[config.mk]
export PLATFORM = sky130hd
export DESIGN_NAME = pwfs_top
export DESIGN_NICKNAME = d
export VERILOG_FILES = /design/src/core/pwfs_pkg.sv /design/src/core/pwfs_top.sv /design/src/core/pwfs_event_bit.sv
export VERILOG_INCLUDE_DIRS = /design/src /design/src/core
export SDC_FILE = /design/constraint.sdc
export NUM_CORES = 1
export LEC_CHECK = 0
export CAP_MARGIN = 25
export CORE_MARGIN = 2
export CORE_UTILIZATION = 55
export CTS_CLUSTER_DIAMETER = 200
export DETAILED_ROUTE_END_ITERATION = 7
export DONT_BUFFER_PORTS = 1
export PLACE_DENSITY = 0.73
export SYNTH_ARGS = -nofsm -noshare
export SYNTH_HDL_FRONTEND = slang
export SYNTH_SLANG_ARGS = --single-unit
export TNS_END_PERCENT = 5
[constraint.sdc]
create_clock -name core_clk_i -period 1.4 [get_ports core_clk_i]
set_input_delay 0.07 -clock core_clk_i [delete_from_list [all_inputs] [get_ports core_clk_i]]
set_output_delay 0.07 -clock core_clk_i [all_outputs]
set_load 0.005 [all_outputs]
[src/core/pwfs_params.svh]
// Constants for the wake-event collector and the queue control copies.
// Summary of operation
// - Both queue control copies show queue enable in bit 0, receive clear in bit 1, transmit clear in bit 2 and DMA mode in bit 3.
// - Both copies show the receive threshold in bits 7 and 6 and read bits 5 and 4 as zero.
// - Bit 0 of the wake control register is the master enable; with it at 0 the wake output never asserts.
// - The master enable survives main power-on reset, soft reset and hard reset.
// - The wake pending flag sets whenever the wake output would assert, whatever the master enable.
// - Writing 1 to the wake pending flag clears it and ends the output; writing 0 does nothing.
// - The wake pending flag survives main power-on reset, soft reset and hard reset.
// - The source status register sets bit 1 for port-two ring, 2 for port-one ring, 3 for keyboard, 4 for mouse.
// - Writing 1 to bits 4 to 0 of the source status clears them; writing 0 has no effect.
// - The source status survives main power-on reset, soft reset and hard reset.
// - An enabled source with the master enable set drives the wake output active.
// - A disabled source is still recorded but does not assert the wake output.
// - The source enable register survives main power-on reset, soft reset and hard reset.
// - The four wake registers clear to zero only on the standby-supply power-on reset.
`ifndef PWFS_PARAMS_SVH
`define PWFS_PARAMS_SVH
`define PWFS_OFS_QCTL_A   8'hC3
`define PWFS_OFS_QCTL_B   8'hC4
`define PWFS_OFS_WCTL     8'hC5
`define PWFS_OFS_WSTAT    8'hC6
`define PWFS_OFS_WSRC     8'hC7
`define PWFS_OFS_WEN      8'hC8
`define PWFS_ADDR_LSB     2
`define PWFS_ADDR_MSB     9
`define PWFS_RST_VAL      8'h00
`define PWFS_QCTL_LOW     3:0
`define PWFS_QCTL_THR     7:6
`define PWFS_QCTL_RSVD    5:4
`define PWFS_SRC_MASK     8'h1E
`define PWFS_W1C_MASK     8'h1F
`define PWFS_BIT_MASTER   0
`define PWFS_BIT_PENDING  0
`define PWFS_BIT_RING2    1
`define PWFS_BIT_RING1    2
`define PWFS_BIT_KBD      3
`define PWFS_BIT_MOUSE    4
`endif

[src/core/pwfs_pkg.sv]
// Types shared by the wake-event collector.
package pwfs_pkg;
	typedef logic [7:0] pwfs_byte_t;
	typedef enum logic [1:0] {
		PWFS_IDLE,
		PWFS_SETUP,
		PWFS_ACCESS
	} pwfs_apb_state_t;
endpackage

[src/core/pwfs_top.sv]
// Wake-event collector with APB registers and UART queue control copies.
`include "pwfs_params.svh"
module pwfs_top
	import pwfs_pkg::*;
(
	input  wire logic        core_clk_i,
	input  wire logic        rstn_i,
	input  wire logic        main_rstn_i,
	input  wire logic        psel_i,
	input  wire logic        penable_i,
	input  wire logic        pwrite_i,
	input  wire logic [31:0] paddr_i,
	input  wire logic [31:0] pwdata_i,
	output logic      [31:0] prdata_o,
	output logic             pready_o,
	output logic             pslverr_o,
	input  wire logic        uart_a_qctl_we_i,
	input  wire logic        uart_b_qctl_we_i,
	input  wire logic [7:0]  uart_qctl_data_i,
	input  wire logic        ring_wake_port_one_i,
	input  wire logic        ring_wake_port_two_i,
	input  wire logic        keyboard_wake_i,
	input  wire logic        mouse_wake_i,
	output logic             wake_request_n_o
);
	// rstn_i is the standby-supply power-on reset. main_rstn_i stands for
	// main-supply, soft and hard reset; the wake registers ignore it.

	pwfs_byte_t      qctl_a_r;
	pwfs_byte_t      qctl_b_r;
	logic            wake_master_enable_r;
	logic            wake_pending_flag_r;
	pwfs_byte_t      wake_source_enable_r;
	pwfs_byte_t      src_status;
	pwfs_byte_t      src_event;
	pwfs_byte_t      src_clear;
	pwfs_byte_t      rdata_nxt;
	logic            wr_en;
	logic            rd_en;
	logic            wake_nxt;
	logic            hit;
	logic [7:0]      reg_ofs;
	pwfs_apb_state_t apb_state_r;

	assign reg_ofs = paddr_i[`PWFS_ADDR_MSB:`PWFS_ADDR_LSB];
	assign wr_en   = psel_i && penable_i && pwrite_i && pready_o;
	assign rd_en   = psel_i && !penable_i && !pwrite_i;

	// Slave answers with no wait state: pready rises in the first access cycle.
	always_ff @(posedge core_clk_i or negedge rstn_i) begin
		if (!rstn_i) begin
			apb_state_r <= PWFS_IDLE;
			pready_o    <= 1'b0;
		end else begin
			case (apb_state_r)
				PWFS_IDLE: begin
					pready_o <= 1'b0;
					if (psel_i && !penable_i) begin
						apb_state_r <= PWFS_SETUP;
						pready_o    <= 1'b1;
					end
				end
				PWFS_SETUP: begin
					apb_state_r <= PWFS_ACCESS;
					pready_o    <= 1'b0;
				end
				default: begin
					pready_o <= 1'b0;
					if (psel_i && !penable_i) begin
						apb_state_r <= PWFS_SETUP;
						pready_o    <= 1'b1;
					end else begin
						apb_state_r <= PWFS_IDLE;
					end
				end
			endcase
		end
	end

	// Copies follow the UART control writes; the main reset clears them
	// because they shadow main-supply logic.
	always_ff @(posedge core_clk_i or negedge rstn_i) begin
		if (!rstn_i) begin
			qctl_a_r <= `PWFS_RST_VAL;
			qctl_b_r <= `PWFS_RST_VAL;
		end else if (!main_rstn_i) begin
			qctl_a_r <= `PWFS_RST_VAL;
			qctl_b_r <= `PWFS_RST_VAL;
		end else begin
			if (uart_a_qctl_we_i) begin
				qctl_a_r <= uart_qctl_data_i;
			end
			if (uart_b_qctl_we_i) begin
				qctl_b_r <= uart_qctl_data_i;
			end
		end
	end

	always_ff @(posedge core_clk_i or negedge rstn_i) begin
		if (!rstn_i) begin
			wake_master_enable_r <= 1'b0;
			wake_source_enable_r <= `PWFS_RST_VAL;
		end else if (wr_en) begin
			// No main reset term here.
			if (reg_ofs == `PWFS_OFS_WCTL) begin
				wake_master_enable_r <= pwdata_i[`PWFS_BIT_MASTER];
			end else if (reg_ofs == `PWFS_OFS_WEN) begin
				wake_source_enable_r <= pwdata_i[7:0] & `PWFS_SRC_MASK;
			end
		end
	end

	assign src_event[0]               = 1'b0;
	assign src_event[`PWFS_BIT_RING2] = ring_wake_port_two_i;
	assign src_event[`PWFS_BIT_RING1] = ring_wake_port_one_i;
	assign src_event[`PWFS_BIT_KBD]   = keyboard_wake_i;
	assign src_event[`PWFS_BIT_MOUSE] = mouse_wake_i;
	assign src_event[7:5]             = 3'h0;

	// Only written ones inside the clearable field act.
	assign src_clear = (wr_en && reg_ofs == `PWFS_OFS_WSRC) ?
		(pwdata_i[7:0] & `PWFS_W1C_MASK) : 8'h00;

	genvar g;
	generate
		for (g = 0; g < 8; g++) begin : g_src
			if (((`PWFS_SRC_MASK >> g) & 8'h01) != 8'h00) begin : g_live
				// Held across main reset.
				pwfs_event_bit u_bit (
					.core_clk_i (core_clk_i),
					.stby_rstn_i(rstn_i),
					.event_i    (src_event[g]),
					.clear_i    (src_clear[g]),
					.flag_o     (src_status[g])
				);
			end else begin : g_rsvd
				assign src_status[g] = 1'b0;
			end
		end
	endgenerate

	// Pending flag sets on any enabled source event regardless of master.
	always_ff @(posedge core_clk_i or negedge rstn_i) begin
		if (!rstn_i) begin
			wake_pending_flag_r <= 1'b0;
		end else if ((src_event & wake_source_enable_r) != 8'h00) begin
			wake_pending_flag_r <= 1'b1;
		end else if (wr_en && reg_ofs == `PWFS_OFS_WSTAT &&
				pwdata_i[`PWFS_BIT_PENDING]) begin
			wake_pending_flag_r <= 1'b0;
		end
	end

	// Output needs the pending flag, the master enable and a live enabled
	// source, so clearing either status ends the assertion.
	assign wake_nxt = wake_master_enable_r && wake_pending_flag_r &&
		((src_status & wake_source_enable_r) != 8'h00);

	always_ff @(posedge core_clk_i or negedge rstn_i) begin
		if (!rstn_i) begin
			wake_request_n_o <= 1'b1;
		end else begin
			wake_request_n_o <= !wake_nxt;
		end
	end

	always_comb begin
		rdata_nxt = 8'h00;
		hit       = 1'b1;
		if (reg_ofs == `PWFS_OFS_QCTL_A) begin
			rdata_nxt[`PWFS_QCTL_LOW] = qctl_a_r[`PWFS_QCTL_LOW];
			rdata_nxt[`PWFS_QCTL_THR] = qctl_a_r[`PWFS_QCTL_THR];
		end else if (reg_ofs == `PWFS_OFS_QCTL_B) begin
			rdata_nxt[`PWFS_QCTL_LOW] = qctl_b_r[`PWFS_QCTL_LOW];
			rdata_nxt[`PWFS_QCTL_THR] = qctl_b_r[`PWFS_QCTL_THR];
		end else if (reg_ofs == `PWFS_OFS_WCTL) begin
			rdata_nxt[`PWFS_BIT_MASTER] = wake_master_enable_r;
		end else if (reg_ofs == `PWFS_OFS_WSTAT) begin
			rdata_nxt[`PWFS_BIT_PENDING] = wake_pending_flag_r;
		end else if (reg_ofs == `PWFS_OFS_WSRC) begin
			rdata_nxt = src_status;
		end else if (reg_ofs == `PWFS_OFS_WEN) begin
			rdata_nxt = wake_source_enable_r;
		end else begin
			hit = 1'b0;
		end
	end

	// Read data is registered in the setup cycle and presented with pready.
	always_ff @(posedge core_clk_i or negedge rstn_i) begin
		if (!rstn_i) begin
			prdata_o  <= 32'h0000_0000;
			pslverr_o <= 1'b0;
		end else if (psel_i && !penable_i) begin
			prdata_o  <= rd_en ? {24'h00_0000, rdata_nxt} : 32'h0000_0000;
			pslverr_o <= !hit || (pwrite_i && (paddr_i[1:0] != 2'b00));
		end else if (!psel_i) begin
			prdata_o  <= 32'h0000_0000;
			pslverr_o <= 1'b0;
		end
	end
endmodule

[src/core/pwfs_event_bit.sv]
// One sticky wake-source status bit with write-one-to-clear.
module pwfs_event_bit (
	input  wire logic core_clk_i,
	input  wire logic stby_rstn_i,
	input  wire logic event_i,
	input  wire logic clear_i,
	output logic      flag_o
);
	// Set wins over a clear in the same cycle so no event is lost.
	always_ff @(posedge core_clk_i or negedge stby_rstn_i) begin
		if (!stby_rstn_i) begin
			flag_o <= 1'b0;
		end else if (event_i) begin
			flag_o <= 1'b1;
		end else if (clear_i) begin
			flag_o <= 1'b0;
		end
	end
endmodule

==> results.txt, run 1 <==
----------------------------------------------------
[Outcome]
  Result of the run ... finished with violations
  Violations in the final reports ... setup timing

[Die]
  Die footprint ... between 0.003 and 0.004 sq mm
  FP Rows ... 21
  Area of the core region ... 0.00331 sq mm
  Die Height ... roughly 63 um
  Chip Width ... approximately 63 um
  Boundary Pins ... 119
  Initial core utilization ... ~57%

[Finish]
  Top library cells by usage in the layout, fill and taps aside ... 33 x sky130_fd_sc_hd__dfrtp_1, 33 x sky130_fd_sc_hd__dlygate4sd3_1, 25 x sky130_fd_sc_hd__conb_1
  Final standard cell area without fillers ... between 0.002 and 0.0025 sq mm
  Area Growth Syn to Fin ... 24.1%
  Final core utilization ... around 71%
  Share of layout cells above drive strength 1 ... between 10% and 20%
  Fin nets ... approximately 300
  Fillers ... 246
  Number of inserted diodes ... 0

[Run]
  Number of violations of the max-capacitance limit ... 0

[Route]
  Average vias per placed instance ... about 5.6
  Wire length per cell after detailed routing ... ~17 um
  First drt pass iteration count ... 6
  Met2 WL ... approximately 2.3 mm
  Metal1 wirelength ... between 1.5 and 2 mm
  Residual DRC ... 0
  Number of violations reported at the end of detailed-routing iteration 0 ... between 80 and 90
  Routed WL ... 4.56 mm
  Highest routed metal layer ... met4
  Remaining number of nets flagged by the antenna check after routing ... 0
  Wire length on met3 ... roughly 270 um
  Number of vias after detailed routing ... around 1500

[Clock network]
  Number of buffers added by the clock tree synthesis step ... 5
  CTS tree ... yes
  Later-pin clock latency in the skew report ... around 0.35 ns
  Clock-pin transition on the worst setup and hold timing paths ... around 0.11 ns
  Total number of H-tree levels ... 2
  Clk buf depth ... 2
  Count of clock tree sinks ... 34
  CTS Root Buffer Type ... sky130_fd_sc_hd__clkbuf_4

[Placed design]
  Count of buffers from port buffering ... 0
  Dpl cell area ... between 0.0015 and 0.002 sq mm
  Global placer's final weighted congestion ... approximately 0.79
  HPWL after detailed placement ... 2.92 mm

[Synthesis]
  Synthesized instance count ... 180
  Primary flip-flop cell chosen by synthesis mapping ... sky130_fd_sc_hd__dfrtp_1
  Yosys warning count ... 0
  Sequential-to-total area share from yosys stat ... a little under half
  Share of async-settable or async-resettable flops after synthesis ... 100%
  Summed instance area of the synthesized netlist ... ~0.0019 sq mm
  Number of enable flip-flop cells after synthesis ... 0
  Register bit count reported by yosys ... 34
  Count of cell types in the netlist ... 43
  Post-synthesis area per instance ... roughly 11 sq um

[Global routing]
  Pin count of the biggest net entering global routing ... 35
  Antenna violations before repair ... 0
  Global-route wire length before repair ... 7.47 mm
  Total congestion overflow ... 0
  Via count of the first global-routing pass ... approximately 1500
  GRT Total Usage ... about 25%

[Timing]
  Highest achievable clock rate ... between 700 and 800 MHz
  Total count of hold-check failures in the final report ... 0
  Unrepaired setup endpoints after global routing ... true
  Post-route clock period utilization ... 102%
  Max-slew headroom at the worst pin ... 64.7%
  Clock Skew ... about 0.011 ns
  Measured slew at the worst slew-check pin ... between 0.5 and 0.6 ns
  Final max-slew violation count ... 0
  # setup viols final ... 1
  Final setup slack of the worst path ... -0.0232 ns
  Final critical-path required period ... between 1 and 1.5 ns

[Power]
  IR Drop Worst-Case VDD ... between 0.6 and 0.7 mV
  Leakage power ... 1.06 nW
  Post-route total power ... a little under 2 mW
  Total power per unit cell area ... approximately 840 mW/mm^2

[Min path]
  Worst Hold Class ... input port to flop

[Worst setup path]
  Critical path required time ... ~1.6 ns
  Endpoint type of the worst setup path ... flop
  Crit path DAT ... ~1.7 ns
  Kind of launch point of the worst setup path ... flop
  Critical path class ... flop to flop
  Peak fanout along the critical path ... 2

----------------------------------------------------
-- final timing paths --
path / start / to / slack [ns] / depth (start not counted)
hold / removal: paddr_i[5] / prdata_o[3] / 0.008 / 2
max in group asynchronous: rstn_i / wake_request_n_o / 1.00 / 2
setup / recovery: qctl_b_r[7] / prdata_o[7] / -0.02 / 3
hold reg to reg: apb_state_r[1] / apb_state_r[1] / 0.43 / 1
min in group asynchronous: rstn_i / wake_source_enable_r[4] / 0.15 / 2
setup reg to reg: qctl_b_r[7] / prdata_o[7] / -0.02 / 3
-- power by group --
part	switching, mW	internal, mW
sequential	0.0221	1.01
combinational	0.121	0.140
clock	0.341	0.343
-- cell type report --
class / count / area (sq um) / share of cell area (%)
flip-flops and latches: 34 / 852 / 36.3
multi-input cells: 131 / 912 / 38.9
clock buffers: 8 / 78.8 / 3.36
well taps: 46 / 57.6 / 2.45
inverters: 6 / 22.5 / 0.960
repair buffers: 43 / 423 / 18.0
-- logic make-up after synthesis --
logic type | share of synthesized area (%)
simple gates | 17.5
buf+inv | 12.8
compound gates | 13.8
flops | 45.1
mux | 10.7
other cells | 0.198
-- stage by stage --
stage / std cells / setup TNS (ns) / hold WS, ns / setup WS, ns
6_report: 268 / -0.0232 / 0.00790 / -0.0232
5_1_grt: 268 / -0.187 / 0.0203 / -0.0639
4_1_cts: 268 / -0.0144 / 0.00173 / -0.00875
3_5_place_dp: 222 / -0.109 / -0.225 / -0.0333
3_3_place_gp: 222 / -0.0693 / -0.225 / -0.0182
2_1_floorplan: 204 / 0 / -0.226 / 0.0503
-- routing by layer --
metal | track usage, % | vias up
li1 | - | 687
met1 | 29.0 | 746
met2 | 42.9 | 60
met3 | 7.39 | 13
met4 | 9.72 | 0
met5 | 0 | -
-- repair_timing --
item                       CTS  global route
setup endpoints to repair    4             6
hold endpoints to repair    65             0
buffers inserted             2             1
pin swaps                    2             2
hold buffers                36             0
resized for setup            0             6
-- flip-flops by register name, summed over array words and instances, names as in the netlist --
register	flops
qctl_a_r	6
qctl_b_r	6
wake_pending_flag_r	1
pready_o	1
g_src.g_live.u_bit.flag_o	4
pslverr_o	1
wake_source_enable_r	4
apb_state_r	2
wake_request_n_o	1
wake_master_enable_r	1
prdata_o	7
-- worst max-delay path, cell delays in order (launching register included) --
cell,delay [ns]
sky130_fd_sc_hd__dfrtp_1,0.40
sky130_fd_sc_hd__a32oi_1,0.27
sky130_fd_sc_hd__o41ai_2,0.08
sky130_fd_sc_hd__dlygate4sd3_1,0.55
-- synthesized netlist by cell type (3+ instances only) --
cell / number / area share, %
sky130_fd_sc_hd__a32oi_1: 5 / 2.3
sky130_fd_sc_hd__clkbuf_1: 6 / 1.2
sky130_fd_sc_hd__dfrtp_1: 33 / 44
sky130_fd_sc_hd__nor2b_1: 13 / 4.3
sky130_fd_sc_hd__nor2_1: 7 / 1.4
sky130_fd_sc_hd__nand3b_1: 3 / 1.2
sky130_fd_sc_hd__mux2i_1: 13 / 6.9
sky130_fd_sc_hd__nor4_1: 3 / 0.99
sky130_fd_sc_hd__inv_1: 6 / 1.2
sky130_fd_sc_hd__a22oi_1: 5 / 2.0
sky130_fd_sc_hd__mux2_4: 4 / 3.2
sky130_fd_sc_hd__buf_4: 25 / 9.9
sky130_fd_sc_hd__o21ai_0: 6 / 1.6
sky130_fd_sc_hd__a31oi_1: 4 / 1.3
sky130_fd_sc_hd__nand2_1: 11 / 2.2
Power figures use the tool's default switching activity.
==> run 2, diff against run 1 <==
Settings changed: PLACE_DENSITY 0.73 to 0.83.
==> run 2 against run 1 <==
The flow now finishes without violations. First-iteration DRC count decreased by 41%. Flip-flop and latch count unchanged. Clock-buffer cell count unchanged. Die area unchanged. Via count increased by 1.3%. Maximum frequency increased by 3.9%. Combinational power about the same. Sequential power about the same. Utilization increased by 0.68 points. Largest power group unchanged.
==> results.txt, run 2 (synthesis gave the netlist of run 1 again) <==
----------------------------------------------------
[Worst setup path]
  Critical path class ... flop to flop
  Peak fanout along the critical path ... 2
  Endpoint type of the worst setup path ... flop
  Kind of launch point of the worst setup path ... flop
  Critical path required time ... around 1.6 ns
  Crit path DAT ... 1.59 ns

[Placed design]
  Count of buffers from port buffering ... 0
  Dpl cell area ... between 0.0015 and 0.002 sq mm
  DP Cell Count ... about 220
  Setup WS pre-CTS ... -0.0315 ns
  HPWL after detailed placement ... just under 3 mm
  Global placer's final weighted congestion ... 0.781

[Timing]
  Final critical-path required period ... 1.37 ns
  Clock Skew ... between 0.006 and 0.007 ns
  Final setup slack of the worst path ... 0.0298 ns
  # setup viols final ... 0
  Setup tns final ... 0 ns
  Hold slack ... 0.0150 ns
  Final max-slew violation count ... 0
  Post-route clock period utilization ... 97.9%
  Highest achievable clock rate ... 730 MHz
  Unrepaired setup endpoints after global routing ... true
  Total count of hold-check failures in the final report ... 0

[Global routing]
  Antenna violations before repair ... 0
  Via count of the first global-routing pass ... between 1000 and 1500
  Global-route wire length before repair ... between 7 and 8 mm
  Pin count of the biggest net entering global routing ... 35
  GRT Total Usage ... about a quarter
  Total congestion overflow ... 0

[Route]
  First drt pass iteration count ... 4
  Average vias per placed instance ... 5.69
  Number of violations reported at the end of detailed-routing iteration 0 ... 48
  Wire length per cell after detailed routing ... 16.9 um
  Routed WL ... ~4.5 mm
  Number of vias after detailed routing ... between 1500 and 2000
  Remaining number of nets flagged by the antenna check after routing ... 0
  Residual DRC ... 0

[Min path]
  Worst Hold Class ... input port to flop

[Finish]
  Flip-flop count of the largest register after layout ... 7
  Largest Register ... prdata_o
  Area Growth Syn to Fin ... 25.3%
  Top library cells by usage in the layout, fill and taps aside ... 34 x sky130_fd_sc_hd__dlygate4sd3_1, 33 x sky130_fd_sc_hd__dfrtp_1, 25 x sky130_fd_sc_hd__conb_1
  Largest registers ranked by flip-flop count ... prdata_o: 7 flops, qctl_a_r: 6 flops, qctl_b_r: 6 flops
  Final std cells w/o fill ... between 200 and 300
  Most common cell after layout, fill and taps aside ... sky130_fd_sc_hd__dlygate4sd3_1
  Fin nets ... 305
  Final core utilization ... between 70% and 80%
  Final standard cell area without fillers ... 0.00237 sq mm
  Share of layout cells above drive strength 1 ... approximately an eighth
  Number of inserted diodes ... 0

[Power]
  Post-route total power ... about 2 mW
  Share of total power consumed by net switching ... roughly a quarter
  Combinational Power Share ... between 10% and 20%
  IR Drop Worst-Case VDD ... 0.647 mV
  Cell internal pwr ... ~1.5 mW
  Power share of the sequential group ... a little over half
  Clock network fraction of design power ... 33.9%
  Total power per unit cell area ... about 830 mW/mm^2
  Leakage power ... 1.08 nW
  Reported net switching power ... around 0.47 mW

[Outcome]
  Result of the run ... completed

[Die]
  Area of the core region ... approximately 0.0033 sq mm
  Initial core utilization ... approximately 57%
  FP Rows ... 21
  Chip Width ... roughly 63 um
  Die footprint ... approximately 0.0039 sq mm
  Boundary Pins ... between 100 and 150
  Die Height ... around 63 um

[Run]
  Number of violations of the max-capacitance limit ... 0

[Clock network]
  Later-pin clock latency in the skew report ... around 0.33 ns
  CTS tree ... yes
  Clock-pin transition on the worst setup and hold timing paths ... roughly 0.10 ns
  Total number of H-tree levels ... 2
  Number of buffers added by the clock tree synthesis step ... 5
  Count of clock tree sinks ... 34
  Clk buf depth ... 2
  CTS Root Buffer Type ... sky130_fd_sc_hd__clkbuf_4

----------------------------------------------------
## run 2: worst paths after layout
path                                     start                           end  slack (ns)  depth (start not counted)
worst max register to register     qctl_b_r[7]                   prdata_o[7]        0.03                          3
worst min-delay path                paddr_i[3]           wake_pending_flag_r        0.02                          3
min in group asynchronous               rstn_i  g_src[3].g_live.u_bit.flag_o        0.16                          2
worst max-delay path               qctl_b_r[7]                   prdata_o[7]        0.03                          3
worst min register to register  apb_state_r[1]                apb_state_r[1]        0.43                          1
max in group asynchronous               rstn_i              wake_request_n_o        1.01                          2
## run 2: timing repair
item / CTS / global route
resized for setup: 1 / 6
pin swaps: 0 / 1
buffers inserted: 0 / 1
hold endpoints to repair: 65 / 0
setup endpoints to repair: 1 / 3
hold buffers: 37 / 0
## run 2: power by group through the flow
stage	clock network, mW	registers, mW	logic (mW)
2_1_floorplan	0	1.05	0.177
4_1_cts	0.674	1.04	0.248
6_report	0.665	1.04	0.261
3_3_place_gp	0	1.05	0.120
3_5_place_dp	0	1.06	0.127
5_1_grt	0.729	1.04	0.286
## run 2: layout make-up
type	instances	area, sq um
Clock buffer	8	78.8
Fill cell	252	942
Inverter	6	22.5
Multi-Input combinational cell	131	932
Sequential cell	34	852
Tap cell	46	57.6
Timing Repair Buffer	43	425
## run 2: layer usage
layer	vias up	global-route usage [%]	share of wire, %
li1	690	-	-
met1	751	29.3	37
met2	79	42.1	53
met3	6	9.37	8.4
met4	0	6.67	1.1
met5	-	0	0
## run 2: worst max-delay path: stages (launching register included)
cell and delay, ns:
sky130_fd_sc_hd__dfrtp_1 0.41, sky130_fd_sc_hd__a32oi_2 0.23, sky130_fd_sc_hd__o41ai_2 0.08, sky130_fd_sc_hd__dlygate4sd3_1 0.55
